--- src/pmsm_pkg.sv ---
/*
 Constants for the serial management master: frame layout, operation codes,
 management clock timing and the controller's state type.
 Assumes a 200 MHz system clock; shared by the design and its bench.
*/
package pmsm_pkg;

    // ***********************************************************
    // frame layout, one bit index per management clock period
    // ***********************************************************
    localparam int unsigned FRAME_BITS = 64;
    localparam logic [5:0] PRE_LAST_IDX = 6'h1F;  // bits 0..31 are preamble ones
    localparam logic [5:0] START_IDX = 6'h20;     // start delimiter, two bits
    localparam logic [5:0] OP_IDX = 6'h22;        // operation code, two bits
    localparam logic [5:0] PHY_IDX = 6'h24;       // phy address, five bits
    localparam logic [5:0] PHY_LAST_IDX = 6'h28;
    localparam logic [5:0] REG_IDX = 6'h29;       // register address, five bits
    localparam logic [5:0] REG_LAST_IDX = 6'h2D;
    localparam logic [5:0] TA_IDX = 6'h2E;        // turnaround, two bits
    localparam logic [5:0] DATA_IDX = 6'h30;      // data, sixteen bits
    localparam logic [5:0] LAST_IDX = 6'h3F;
    localparam logic [6:0] RISES_PER_FRAME = 7'h40;

    // ***********************************************************
    // field codes
    // ***********************************************************
    localparam logic [1:0] START_CODE = 2'h1;     // zero then one
    localparam logic [1:0] OP_READ = 2'h2;
    localparam logic [1:0] OP_WRITE = 2'h1;
    localparam logic [1:0] TA_WRITE = 2'h2;       // one then zero
    localparam logic [15:0] RDATA_RESET = 16'h0000;

    // ***********************************************************
    // timing: management clock half period
    // ***********************************************************
    localparam int unsigned CLK_PERIOD_NS = 5;
    localparam int unsigned MGMT_HALF_NS = 200;   // 2.5 MHz management clock
    // least time, so round up to whole system cycles
    localparam int unsigned HALF_CYC =
        (MGMT_HALF_NS + CLK_PERIOD_NS - 1) / CLK_PERIOD_NS;
    localparam logic [5:0] HALF_LAST = 6'(HALF_CYC - 1);

    typedef enum logic {ST_IDLE, ST_RUN} pmsm_state_t;

endpackage

--- src/pmsm_master.sv ---
/*
 Serial management master: builds 64-bit read and write frames toward the
 PHYs on one shared management clock and data line.
 Assumes the user side is on the same clock as this block; the data pin is
 open with a pull-up outside, its input arrives asynchronously.
*/
// Behaviour
// [RULE_01] With no frame running the data line is released and rests high.
// [RULE_02] Every frame opens with thirty-two one bits, one clock each.
// [RULE_03] A phy answers only after seeing that thirty-two bit preamble.
// [RULE_04] The preamble is followed by start pattern zero then one.
// [RULE_05] Operation code follows: 10 for read, 01 for write.
// [RULE_06] Five-bit phy address follows, most significant bit first.
// [RULE_07] Five-bit register address follows, most significant bit first.
// [RULE_08] Read frames: nobody drives the line in the first turnaround bit.
// [RULE_09] Read frames: the phy drives zero in the second turnaround bit.
// [RULE_10] Write frames: master drives turnaround as one then zero.
// [RULE_11] Sixteen data bits, msb first; line returns to idle afterwards.
// [RULE_12] Two phys share the lines, told apart only by the address field.
// [RULE_13] Data changes after a clock edge; read data sampled on rising edge.
`timescale 1ns/1ps

module pmsm_master
    import pmsm_pkg::*;
(
    input wire logic clock,
    input wire logic srst,
    input wire logic cmd_start,
    input wire logic cmd_read,
    input wire logic [4:0] cmd_phy_addr,
    input wire logic [4:0] cmd_reg_addr,
    input wire logic [15:0] cmd_wdata,
    output logic busy,
    output logic done,
    output logic [15:0] rd_data,
    output logic ta_error,
    output logic mgmt_serial_clock,
    input wire logic mgmt_data_in,
    output logic mgmt_data_out,
    output logic mgmt_data_oe_n
);

    // ***********************************************************
    // frame bit lookup
    // ***********************************************************
    // level to put on the line for a given bit position
    function automatic logic frame_bit(
        input logic [5:0] idx,
        input logic rd,
        input logic [4:0] phy,
        input logic [4:0] regad,
        input logic [15:0] wd
    );
        logic [1:0] op;
        op = rd ? OP_READ : OP_WRITE;
        if (idx <= PRE_LAST_IDX)
            frame_bit = 1'b1; // RULE_02
        else if (idx == START_IDX)
            frame_bit = START_CODE[1]; // RULE_04
        else if (idx == START_IDX + 6'h01)
            frame_bit = START_CODE[0]; // RULE_04
        else if (idx == OP_IDX)
            frame_bit = op[1]; // RULE_05
        else if (idx == OP_IDX + 6'h01)
            frame_bit = op[0]; // RULE_05
        else if (idx <= PHY_LAST_IDX)
            frame_bit = phy[3'(PHY_LAST_IDX - idx)]; // RULE_06
        else if (idx <= REG_LAST_IDX)
            frame_bit = regad[3'(REG_LAST_IDX - idx)]; // RULE_07
        else if (idx == TA_IDX)
            frame_bit = TA_WRITE[1]; // RULE_10
        else if (idx == TA_IDX + 6'h01)
            frame_bit = TA_WRITE[0]; // RULE_10
        else
            frame_bit = wd[4'(LAST_IDX - idx)]; // RULE_11
    endfunction

    // master drives every bit except read turnaround and read data
    function automatic logic frame_drive(input logic [5:0] idx, input logic rd);
        frame_drive = !(rd && idx >= TA_IDX); // RULE_08
    endfunction

    // ***********************************************************
    // state
    // ***********************************************************
    pmsm_state_t state_r;
    logic [5:0] div_r, bit_idx_r;
    logic [4:0] phy_r, reg_r;
    logic [15:0] wdata_r, rshift_r, rdata_r;
    logic [6:0] rise_cnt_r;
    logic mclk_r, is_rd_r, ta_zero_r, dout_r, oe_n_r;
    logic busy_r, done_r, ta_err_r, din_s1_r, din_s2_r;
    // strobes decoded from the state, the start request, the divider, the clock level and the bit position
    logic accept, tick, rise_tick, fall_tick, last_fall;

    assign accept = (state_r == ST_IDLE) && cmd_start;
    assign tick = (state_r == ST_RUN) && (div_r == HALF_LAST);
    assign rise_tick = tick && !mclk_r;
    assign fall_tick = tick && mclk_r;
    assign last_fall = fall_tick && (bit_idx_r == LAST_IDX);

    assign busy = busy_r;
    assign done = done_r;
    assign rd_data = rdata_r;
    assign ta_error = ta_err_r;
    assign mgmt_serial_clock = mclk_r;
    assign mgmt_data_out = dout_r;
    assign mgmt_data_oe_n = oe_n_r;

    // ***********************************************************
    // pin input synchroniser
    // ***********************************************************
    // two flops; only the second one feeds the sampler
    always_ff @(posedge clock)
    begin
        if (srst)
        begin
            din_s1_r <= 1'b1;
            din_s2_r <= 1'b1;
        end
        else
        begin
            din_s1_r <= mgmt_data_in;
            din_s2_r <= din_s1_r;
        end
    end

    // ***********************************************************
    // frame sequencer
    // ***********************************************************
    // one frame per accepted command; commands while busy are ignored
    always_ff @(posedge clock)
    begin
        if (srst)
            state_r <= ST_IDLE;
        else
        begin
            case (state_r)
                ST_IDLE:
                    if (accept)
                        state_r <= ST_RUN;
                ST_RUN:
                    if (last_fall)
                        state_r <= ST_IDLE;
                default:
                    state_r <= ST_IDLE;
            endcase
        end
    end

    // half-period divider, restarted per frame so the first bit is full length
    always_ff @(posedge clock)
    begin
        if (srst || accept || tick)
            div_r <= 6'h00;
        else if (state_r == ST_RUN)
            div_r <= div_r + 6'h01;
    end

    // command capture; held for the whole frame
    always_ff @(posedge clock)
    begin
        if (srst)
        begin
            is_rd_r <= 1'b0;
            phy_r <= 5'h00;
            reg_r <= 5'h00;
            wdata_r <= 16'h0000;
        end
        else if (accept)
        begin
            is_rd_r <= cmd_read;
            phy_r <= cmd_phy_addr; // RULE_12
            reg_r <= cmd_reg_addr;
            wdata_r <= cmd_wdata;
        end
    end

    // management clock: idles low, rises mid-bit
    always_ff @(posedge clock)
    begin
        if (srst)
            mclk_r <= 1'b0;
        else if (tick)
            mclk_r <= !mclk_r;
    end

    // bit position advances on the falling edge
    always_ff @(posedge clock)
    begin
        if (srst || accept)
            bit_idx_r <= 6'h00;
        else if (fall_tick && !last_fall)
            bit_idx_r <= bit_idx_r + 6'h01;
    end

    // line drive: updated only at start or on a falling edge, so the phy
    // sees a stable bit across each rising edge
    always_ff @(posedge clock)
    begin
        if (srst || last_fall)
        begin
            dout_r <= 1'b1; // RULE_01
            oe_n_r <= 1'b1; // RULE_11
        end
        else if (accept)
        begin
            dout_r <= 1'b1; // RULE_02
            oe_n_r <= 1'b0;
        end
        else if (fall_tick)
        begin
            dout_r <= frame_bit(bit_idx_r + 6'h01, is_rd_r, phy_r, reg_r, wdata_r); // RULE_13
            oe_n_r <= !frame_drive(bit_idx_r + 6'h01, is_rd_r); // RULE_08
        end
    end

    // read sampling on the rising edge of the management clock
    always_ff @(posedge clock)
    begin
        if (srst || accept)
        begin
            rshift_r <= 16'h0000;
            ta_zero_r <= 1'b0;
        end
        else if (rise_tick && is_rd_r)
        begin
            if (bit_idx_r >= DATA_IDX)
                rshift_r <= {rshift_r[14:0], din_s2_r}; // RULE_13
            if (bit_idx_r == TA_IDX + 6'h01)
                ta_zero_r <= !din_s2_r; // RULE_09
        end
    end

    // results; a missing phy leaves the pull-up high in turnaround
    always_ff @(posedge clock)
    begin
        if (srst)
        begin
            rdata_r <= RDATA_RESET;
            ta_err_r <= 1'b0;
        end
        else if (last_fall && is_rd_r)
        begin
            rdata_r <= rshift_r; // RULE_11
            ta_err_r <= !ta_zero_r; // RULE_09
        end
        else if (last_fall)
            ta_err_r <= 1'b0;
    end

    // handshake flags toward the user side
    always_ff @(posedge clock)
    begin
        if (srst)
        begin
            busy_r <= 1'b0;
            done_r <= 1'b0;
        end
        else
        begin
            done_r <= last_fall;
            if (accept)
                busy_r <= 1'b1;
            else if (last_fall)
                busy_r <= 1'b0;
        end
    end

    // rising edges per frame, read only by the checks below
    always_ff @(posedge clock)
    begin
        if (srst || accept)
            rise_cnt_r <= 7'h00;
        else if (rise_tick)
            rise_cnt_r <= rise_cnt_r + 7'h01;
    end
endmodule

--- config.mk ---
export PLATFORM = sky130hd
export DESIGN_NAME = pmsm_master
export DESIGN_NICKNAME = d
export VERILOG_FILES = /design/src/pmsm_pkg.sv /design/src/pmsm_master.sv
export SDC_FILE = /design/constraint.sdc
export NUM_CORES = 1
export LEC_CHECK = 0
export ABC_CLOCK_PERIOD_IN_PS = 2900
export BUFFER_PORTS_ARGS = -buffer_cell sky130_fd_sc_hd__buf_2
export CAP_MARGIN = 20
export CORE_UTILIZATION = 35
export CTS_CLUSTER_SIZE = 8
export DETAILED_ROUTE_END_ITERATION = 7
export GPL_ROUTABILITY_DRIVEN = 0
export PLACE_DENSITY_LB_ADDON = 0.12
export SKIP_CTS_REPAIR_TIMING = 1
export SYNTH_ARGS = -nofsm -noshare
export SYNTH_HDL_FRONTEND = slang
export SYNTH_SLANG_ARGS = --single-unit
--- constraint.sdc ---
create_clock -name clock -period 2.9 [get_ports clock]
set_input_delay 0.145 -clock clock [delete_from_list [all_inputs] [get_ports clock]]
set_output_delay 0.145 -clock clock [all_outputs]
set_load 0.02 [all_outputs]
Yosys cells after proc, flatten, opt, wreduce, memory -nomap -nowiden:

Index checks and enable logic that the tools add are counted.

* add/subtract/negate cells: 5
* $mul: 0
* div/mod/pow operators: 0
* magnitude comparators: 8
* equal/unequal tests: 9
* shift-type cells: 0
* mux-type cells: 24
* bitwise logic cells: 1
* reduce and logical (&&, ||, !) cells: 22

Operators by type and width (count)
* 6-bit == test (second input constant): 9
* 1-bit two-way mux: 19
* 6-bit by 1-bit adder with 6-bit output (second input constant): 2
* 6-bit >= comparator (second input constant): 2
* 6-bit less-or-equal comparator (second input constant): 2
* 1-bit logical AND: 9
* 3-bit by 4-bit < comparator with 1-bit output (second input constant): 2
* 1-bit binary-select mux with 3-bit select: 2
* 6-bit by 5-bit less-or-equal comparator with 1-bit output (second input constant): 1
* 2-bit nonzero test: 3
* 4-bit by 5-bit < comparator with 1-bit output (second input constant): 1
* 1-bit binary-select mux with 4-bit select: 1
* 1-bit zero test: 4
* 2-bit AND reduction: 2
* 4-bit subtractor (first input constant): 1
* 1-bit logical OR: 3
* 1-bit by 3-bit subtractor with 3-bit output (first input constant): 1
* 3-bit subtractor (first input constant): 1
* 2-bit two-way mux: 1
* 1-bit one-hot mux with 2 select lines: 1
* 2-bit OR reduction: 1
* 1-bit NOT: 1

* flip-flop bits (word level): 81
* bits in latches: 0
* RAM bits: 0
* memory bits (read-only): 0
* input bits: 31
* output and inout bits: 22
* logic and storage cells: 87
* memories: 0

Longest topological paths before layout:

* depth in word-level cells: 13
* mapped depth: 11
* depth with buffers taken out: 10

Worst setup path after synthesis:

No wires, ideal clock.

* path kind: register to register
* start: register bit_idx_r[0]
* end: register dout_r, in the netlist mgmt_data_out
* library setup time: 0.123 ns
* arrival: 2.504 ns
* required time: 2.777 ns
* setup slack: 0.273 ns
* cell stages (with the launch flop): 12
* buffers on the path: 2
* period minus slack after synthesis: 2.627 ns
* cell sequence: dfxtp_1 > buf_4 > buf_2 > inv_1 > ha_1 > ha_1 > mux2_2 > nand2_1 > a21oi_1 > or4_1 > a21oi_1 > nor3_1

* longest elaborated chain between the ends: 13
* elaborated cells between the ends (all ways): 32
* classes of those cells: add/sub: 4; order compare: 3; eq/ne: 7; mux: 15; reduce/logical: 3

RTL lines
* start: declaration: RTL line pmsm_master.sv:87 `logic [5:0] div_r, bit_idx_r;`
* start signal: assignment: RTL line pmsm_master.sv:194 `bit_idx_r <= bit_idx_r + 6'h01;`
* 6-bit by 1-bit adder with 6-bit output: RTL line pmsm_master.sv:213 `dout_r <= frame_bit(bit_idx_r + 6'h01, is_rd_r, phy_r, reg_r, wdata_r);`
* 4-bit subtractor: RTL line pmsm_master.sv:75 `frame_bit = wd[4'(LAST_IDX - idx)];`
* 1-bit binary-select mux with 4-bit select: RTL line pmsm_master.sv:75
* 1-bit two-way mux (not written as such): RTL line pmsm_master.sv:75
* 1-bit two-way mux: RTL line pmsm_master.sv:72 `else if (idx == TA_IDX + 6'h01)`
* 1-bit two-way mux: RTL line pmsm_master.sv:70 `else if (idx == TA_IDX)`
* 1-bit two-way mux: RTL line pmsm_master.sv:68 `else if (idx <= REG_LAST_IDX)`
* 1-bit two-way mux: RTL line pmsm_master.sv:66 `else if (idx <= PHY_LAST_IDX)`
* 1-bit two-way mux: RTL line pmsm_master.sv:64 `else if (idx == OP_IDX + 6'h01)`
* 1-bit two-way mux: RTL line pmsm_master.sv:62 `else if (idx == OP_IDX)`
* 1-bit two-way mux: RTL line pmsm_master.sv:60 `else if (idx == START_IDX + 6'h01)`
* 1-bit two-way mux: RTL line pmsm_master.sv:58 `else if (idx == START_IDX)`
* 1-bit two-way mux: RTL line pmsm_master.sv:56 `if (idx <= PRE_LAST_IDX)`
* end signal: assignment: RTL line pmsm_master.sv:213
* end: declaration: RTL line pmsm_master.sv:91 `logic mclk_r, is_rd_r, ta_zero_r, dout_r, oe_n_r;`

Several ways; a longest one is shown, not always the timed one. The select of a mux whose other input is x is not followed.
A chain may end at the register's enable or synchronous reset.

Worst setup path in the final report:

Ends and elaborated chain as after synthesis.

==> out/metrics.cfg <==
[placed_design]
dp_hpwl_mm=5.29
dp_slack_ns=0.358
port_buffers=52

[finish]
diodes=0
drive_gt1_frac=0.196
num-nets-final=503
area_growth_pct=15.7

[critical_path]
cpMaxStageDelayCell=or4_1
critical_path.max_fanout=6
worstSetupPathType=reg2reg
crit_path_end_kind=register
r2r_end=mgmt_data_out
critPathLaunch=bit_idx_r[0]
critPathCapture=mgmt_data_out
path_buf_inv=1
timing.rr.start=bit_idx_r[0]
cp-start-kind=register
critPathTopFamily=simple AND/OR/NAND/NOR gates
cp_cell_sequence=ha_1, xnor2_1, inv_1, ha_1, mux2_2, nand2_1, a21oi_1, or4_1, a21oi_1, nor3_1
cp.depth=10
cpPeakStageDelay_ns=0.48
ff2ff_path_depth=10
crit_required_ns=3.14
r2r_slack_ns=0.33
cp.arrival_ns=2.81

[synthesis]
avgSynthCellArea_um2=8.39
synth_nets=460
ys_top_cells_by_count=nand2_1, dfxtp_1, a21oi_1, nor2_1, mux2i_1
ys_seq_elements=81
yosysWarnings=0
synth_top_area_frac=0.458
ys_seq_area_frac=0.458
async_flop_share=0
synth_edf_count=0
yosysMostFrequentCell=nand2_1
ys_types=47
netlist_instances=422
synth_flop_cell=dfxtp_1
synth.area.top_cells=dfxtp_1, nand2_1, a21oi_1
syn-cell-area_um2=3540
yosys.area.top_type=dfxtp_1

[global_route]
antenna_found_initial=0
gr-usage-met3=0.0542
met1_usage=0.221
grt_max_degree=53
overflow=0
grtUsageMet2=0.235
grt_pass1_wl_mm=12.8
grt_busiest_layer=met2
grt_usage=0.161
grt_pass1_vias=2691

[timing]
worstMarginPinSlew_ns=0.654
setup-tns-final_ns=0
period_share=0.888
hold_viol=0
rsz0062_at_grt=false
report.final.slew_viol_count=0
layout_setup_ws_ns=0.326
max_freq_mhz=388
relSlewSlack=0.563
setup_viol=0
clock_skew_ns=0.0111
period_minus_slack_ns=2.57

[floorplanning]
rows=36
die_w_um=103
die-area_um2=10500
io_pins=53
die_y_um=103
start_util=0.362
core_um2=9770

[route]
route.detailed.drc=0
first_pass_iters=4
avgRoutedWirePerCell_um=12.8
detail_route.iter0.violations=98
vias=2891
wl_mm=7.72
viasPerCell=4.80
antenna_left=0

[worst_hold_path]
hold_path_class=in2reg

[clock_tree]
cts_htree_levels=3
tritoncts.num_buffers=9
cts_num_sinks=81
clk_latency_ns=0.36
cts_tree=yes
clk_pin_slew_worst_paths_ns=0.08
cts-root-buf=clkbuf_8
cts_buffer_depth=2

[job]
cap_violations=0

[power]
worst_ir_drop_vdd_mv=0.253
power_density_nw_per_um2=508
p_leak_uw=0.00170

[outcome]
status=complete, no violations

==> flip-flops by register name, summed over array words and instances (netlist names) <==
register,cells
busy,1
state_r,1
phy_r,5
done,1
mgmt_serial_clock,1
mgmt_data_out,1
mgmt_data_oe_n,1
bit_idx_r,6
is_rd_r,1
wdata_r,16
din_s2_r,1
ta_zero_r,1
div_r,6
ta_error,1
rd_data,16
rshift_r,16
reg_r,5
din_s1_r,1
==> worst register-to-register path: cells and delay by family (launching register included) <==
kind	cells	cell delay, ns
compound gates	2	0.21
buf+inv	1	0.11
flops	1	0.37
fa+ha+maj	2	0.57
xor+xnor	1	0.25
simple gates	3	0.60
mux	1	0.34
==> per-layer routing <==
| metal | wire [um] | up-vias |
|---|---|---|
| met3 | 319 | 7 |
| met4 | 82 | 0 |
| met2 | 3370 | 42 |
| met1 | 3950 | 1351 |
| li1 | - | 1491 |
| met5 | 0 | - |
==> kinds of logic (layout without fill, tap and decap cells) <==
| group | Yosys count | count (layout) | share of synthesized area |
|---|---|---|---|
| buffers and inverters | 36 | 83 | 0.0445 |
| adder cells (fa/ha/maj) | 7 | 7 | 0.0247 |
| AND/OR/NAND/NOR | 178 | 178 | 0.217 |
| multiplexers | 28 | 28 | 0.0954 |
| XOR/XNOR | 13 | 13 | 0.0343 |
| flip-flops | 81 | 81 | 0.458 |
| AO/OA/AOI/OAI | 79 | 79 | 0.126 |
==> per-stage QoR <==
step / power [uW] / utilization / cell area [um^2] / hold slack, ns / std cells
6_report: 2080 / 0.419 / 4100 / 0.0194 / 602
5_1_grt: 2180 / 0.419 / 4100 / 0.0119 / 602
4_1_cts: 2110 / 0.418 / 4090 / -0.0413 / 601
3_5_place_dp: 1310 / 0.399 / 3900 / 0.342 / 586
3_3_place_gp: 1310 / 0.399 / 3900 / 0.347 / 586
2_1_floorplan: 1260 / - / 3540 / 0.249 / 422
==> final cells by class <==
| class | instances | area (um^2) |
|---|---|---|
| Clock buffer | 10 | 128 |
| Clock inverter | 5 | 56.3 |
| Inverter | 6 | 22.5 |
| Multi-Input combinational cell | 305 | 1760 |
| Sequential cell | 81 | 1620 |
| Fill cell | 1053 | 5680 |
| Tap cell | 133 | 166 |
| Timing Repair Buffer | 62 | 338 |
==> power by group <==
group	switching, uW	internal, uW	total (uW)
Sequential	15.5	1140	1160
Combinational	74.6	51.9	127
Clock	406	393	799
Total	496	1590	2080
==> cell usage in the layout, fill, tap and decap left out, types with 5 or more instances in the layout <==
master	count
a21oi_1	54
buf_2	52
buf_4	9
clkbuf_8	9
dfxtp_1	81
ha_1	7
inv_1	5
mux2i_1	21
nand2_1	97
nand2b_1	5
nor2_1	43
nor3_1	5
o21ai_0	9
xnor2_1	7
xor2_1	5
==> how the worst min path moves through the flow <==
stage                 start  slack [ns]         end  depth (start not counted)
2_1_floorplan  mgmt_data_in        0.25    din_s1_r                          1
3_3_place_gp   mgmt_data_in        0.35    din_s1_r                          2
3_5_place_dp   mgmt_data_in        0.34    din_s1_r                          2
4_1_cts        mgmt_data_in       -0.04    din_s1_r                          2
5_1_grt        cmd_wdata[9]        0.01  wdata_r[9]                          3
6_report       cmd_wdata[4]        0.02  wdata_r[4]                          3
(Power assumes the default switching activity.)
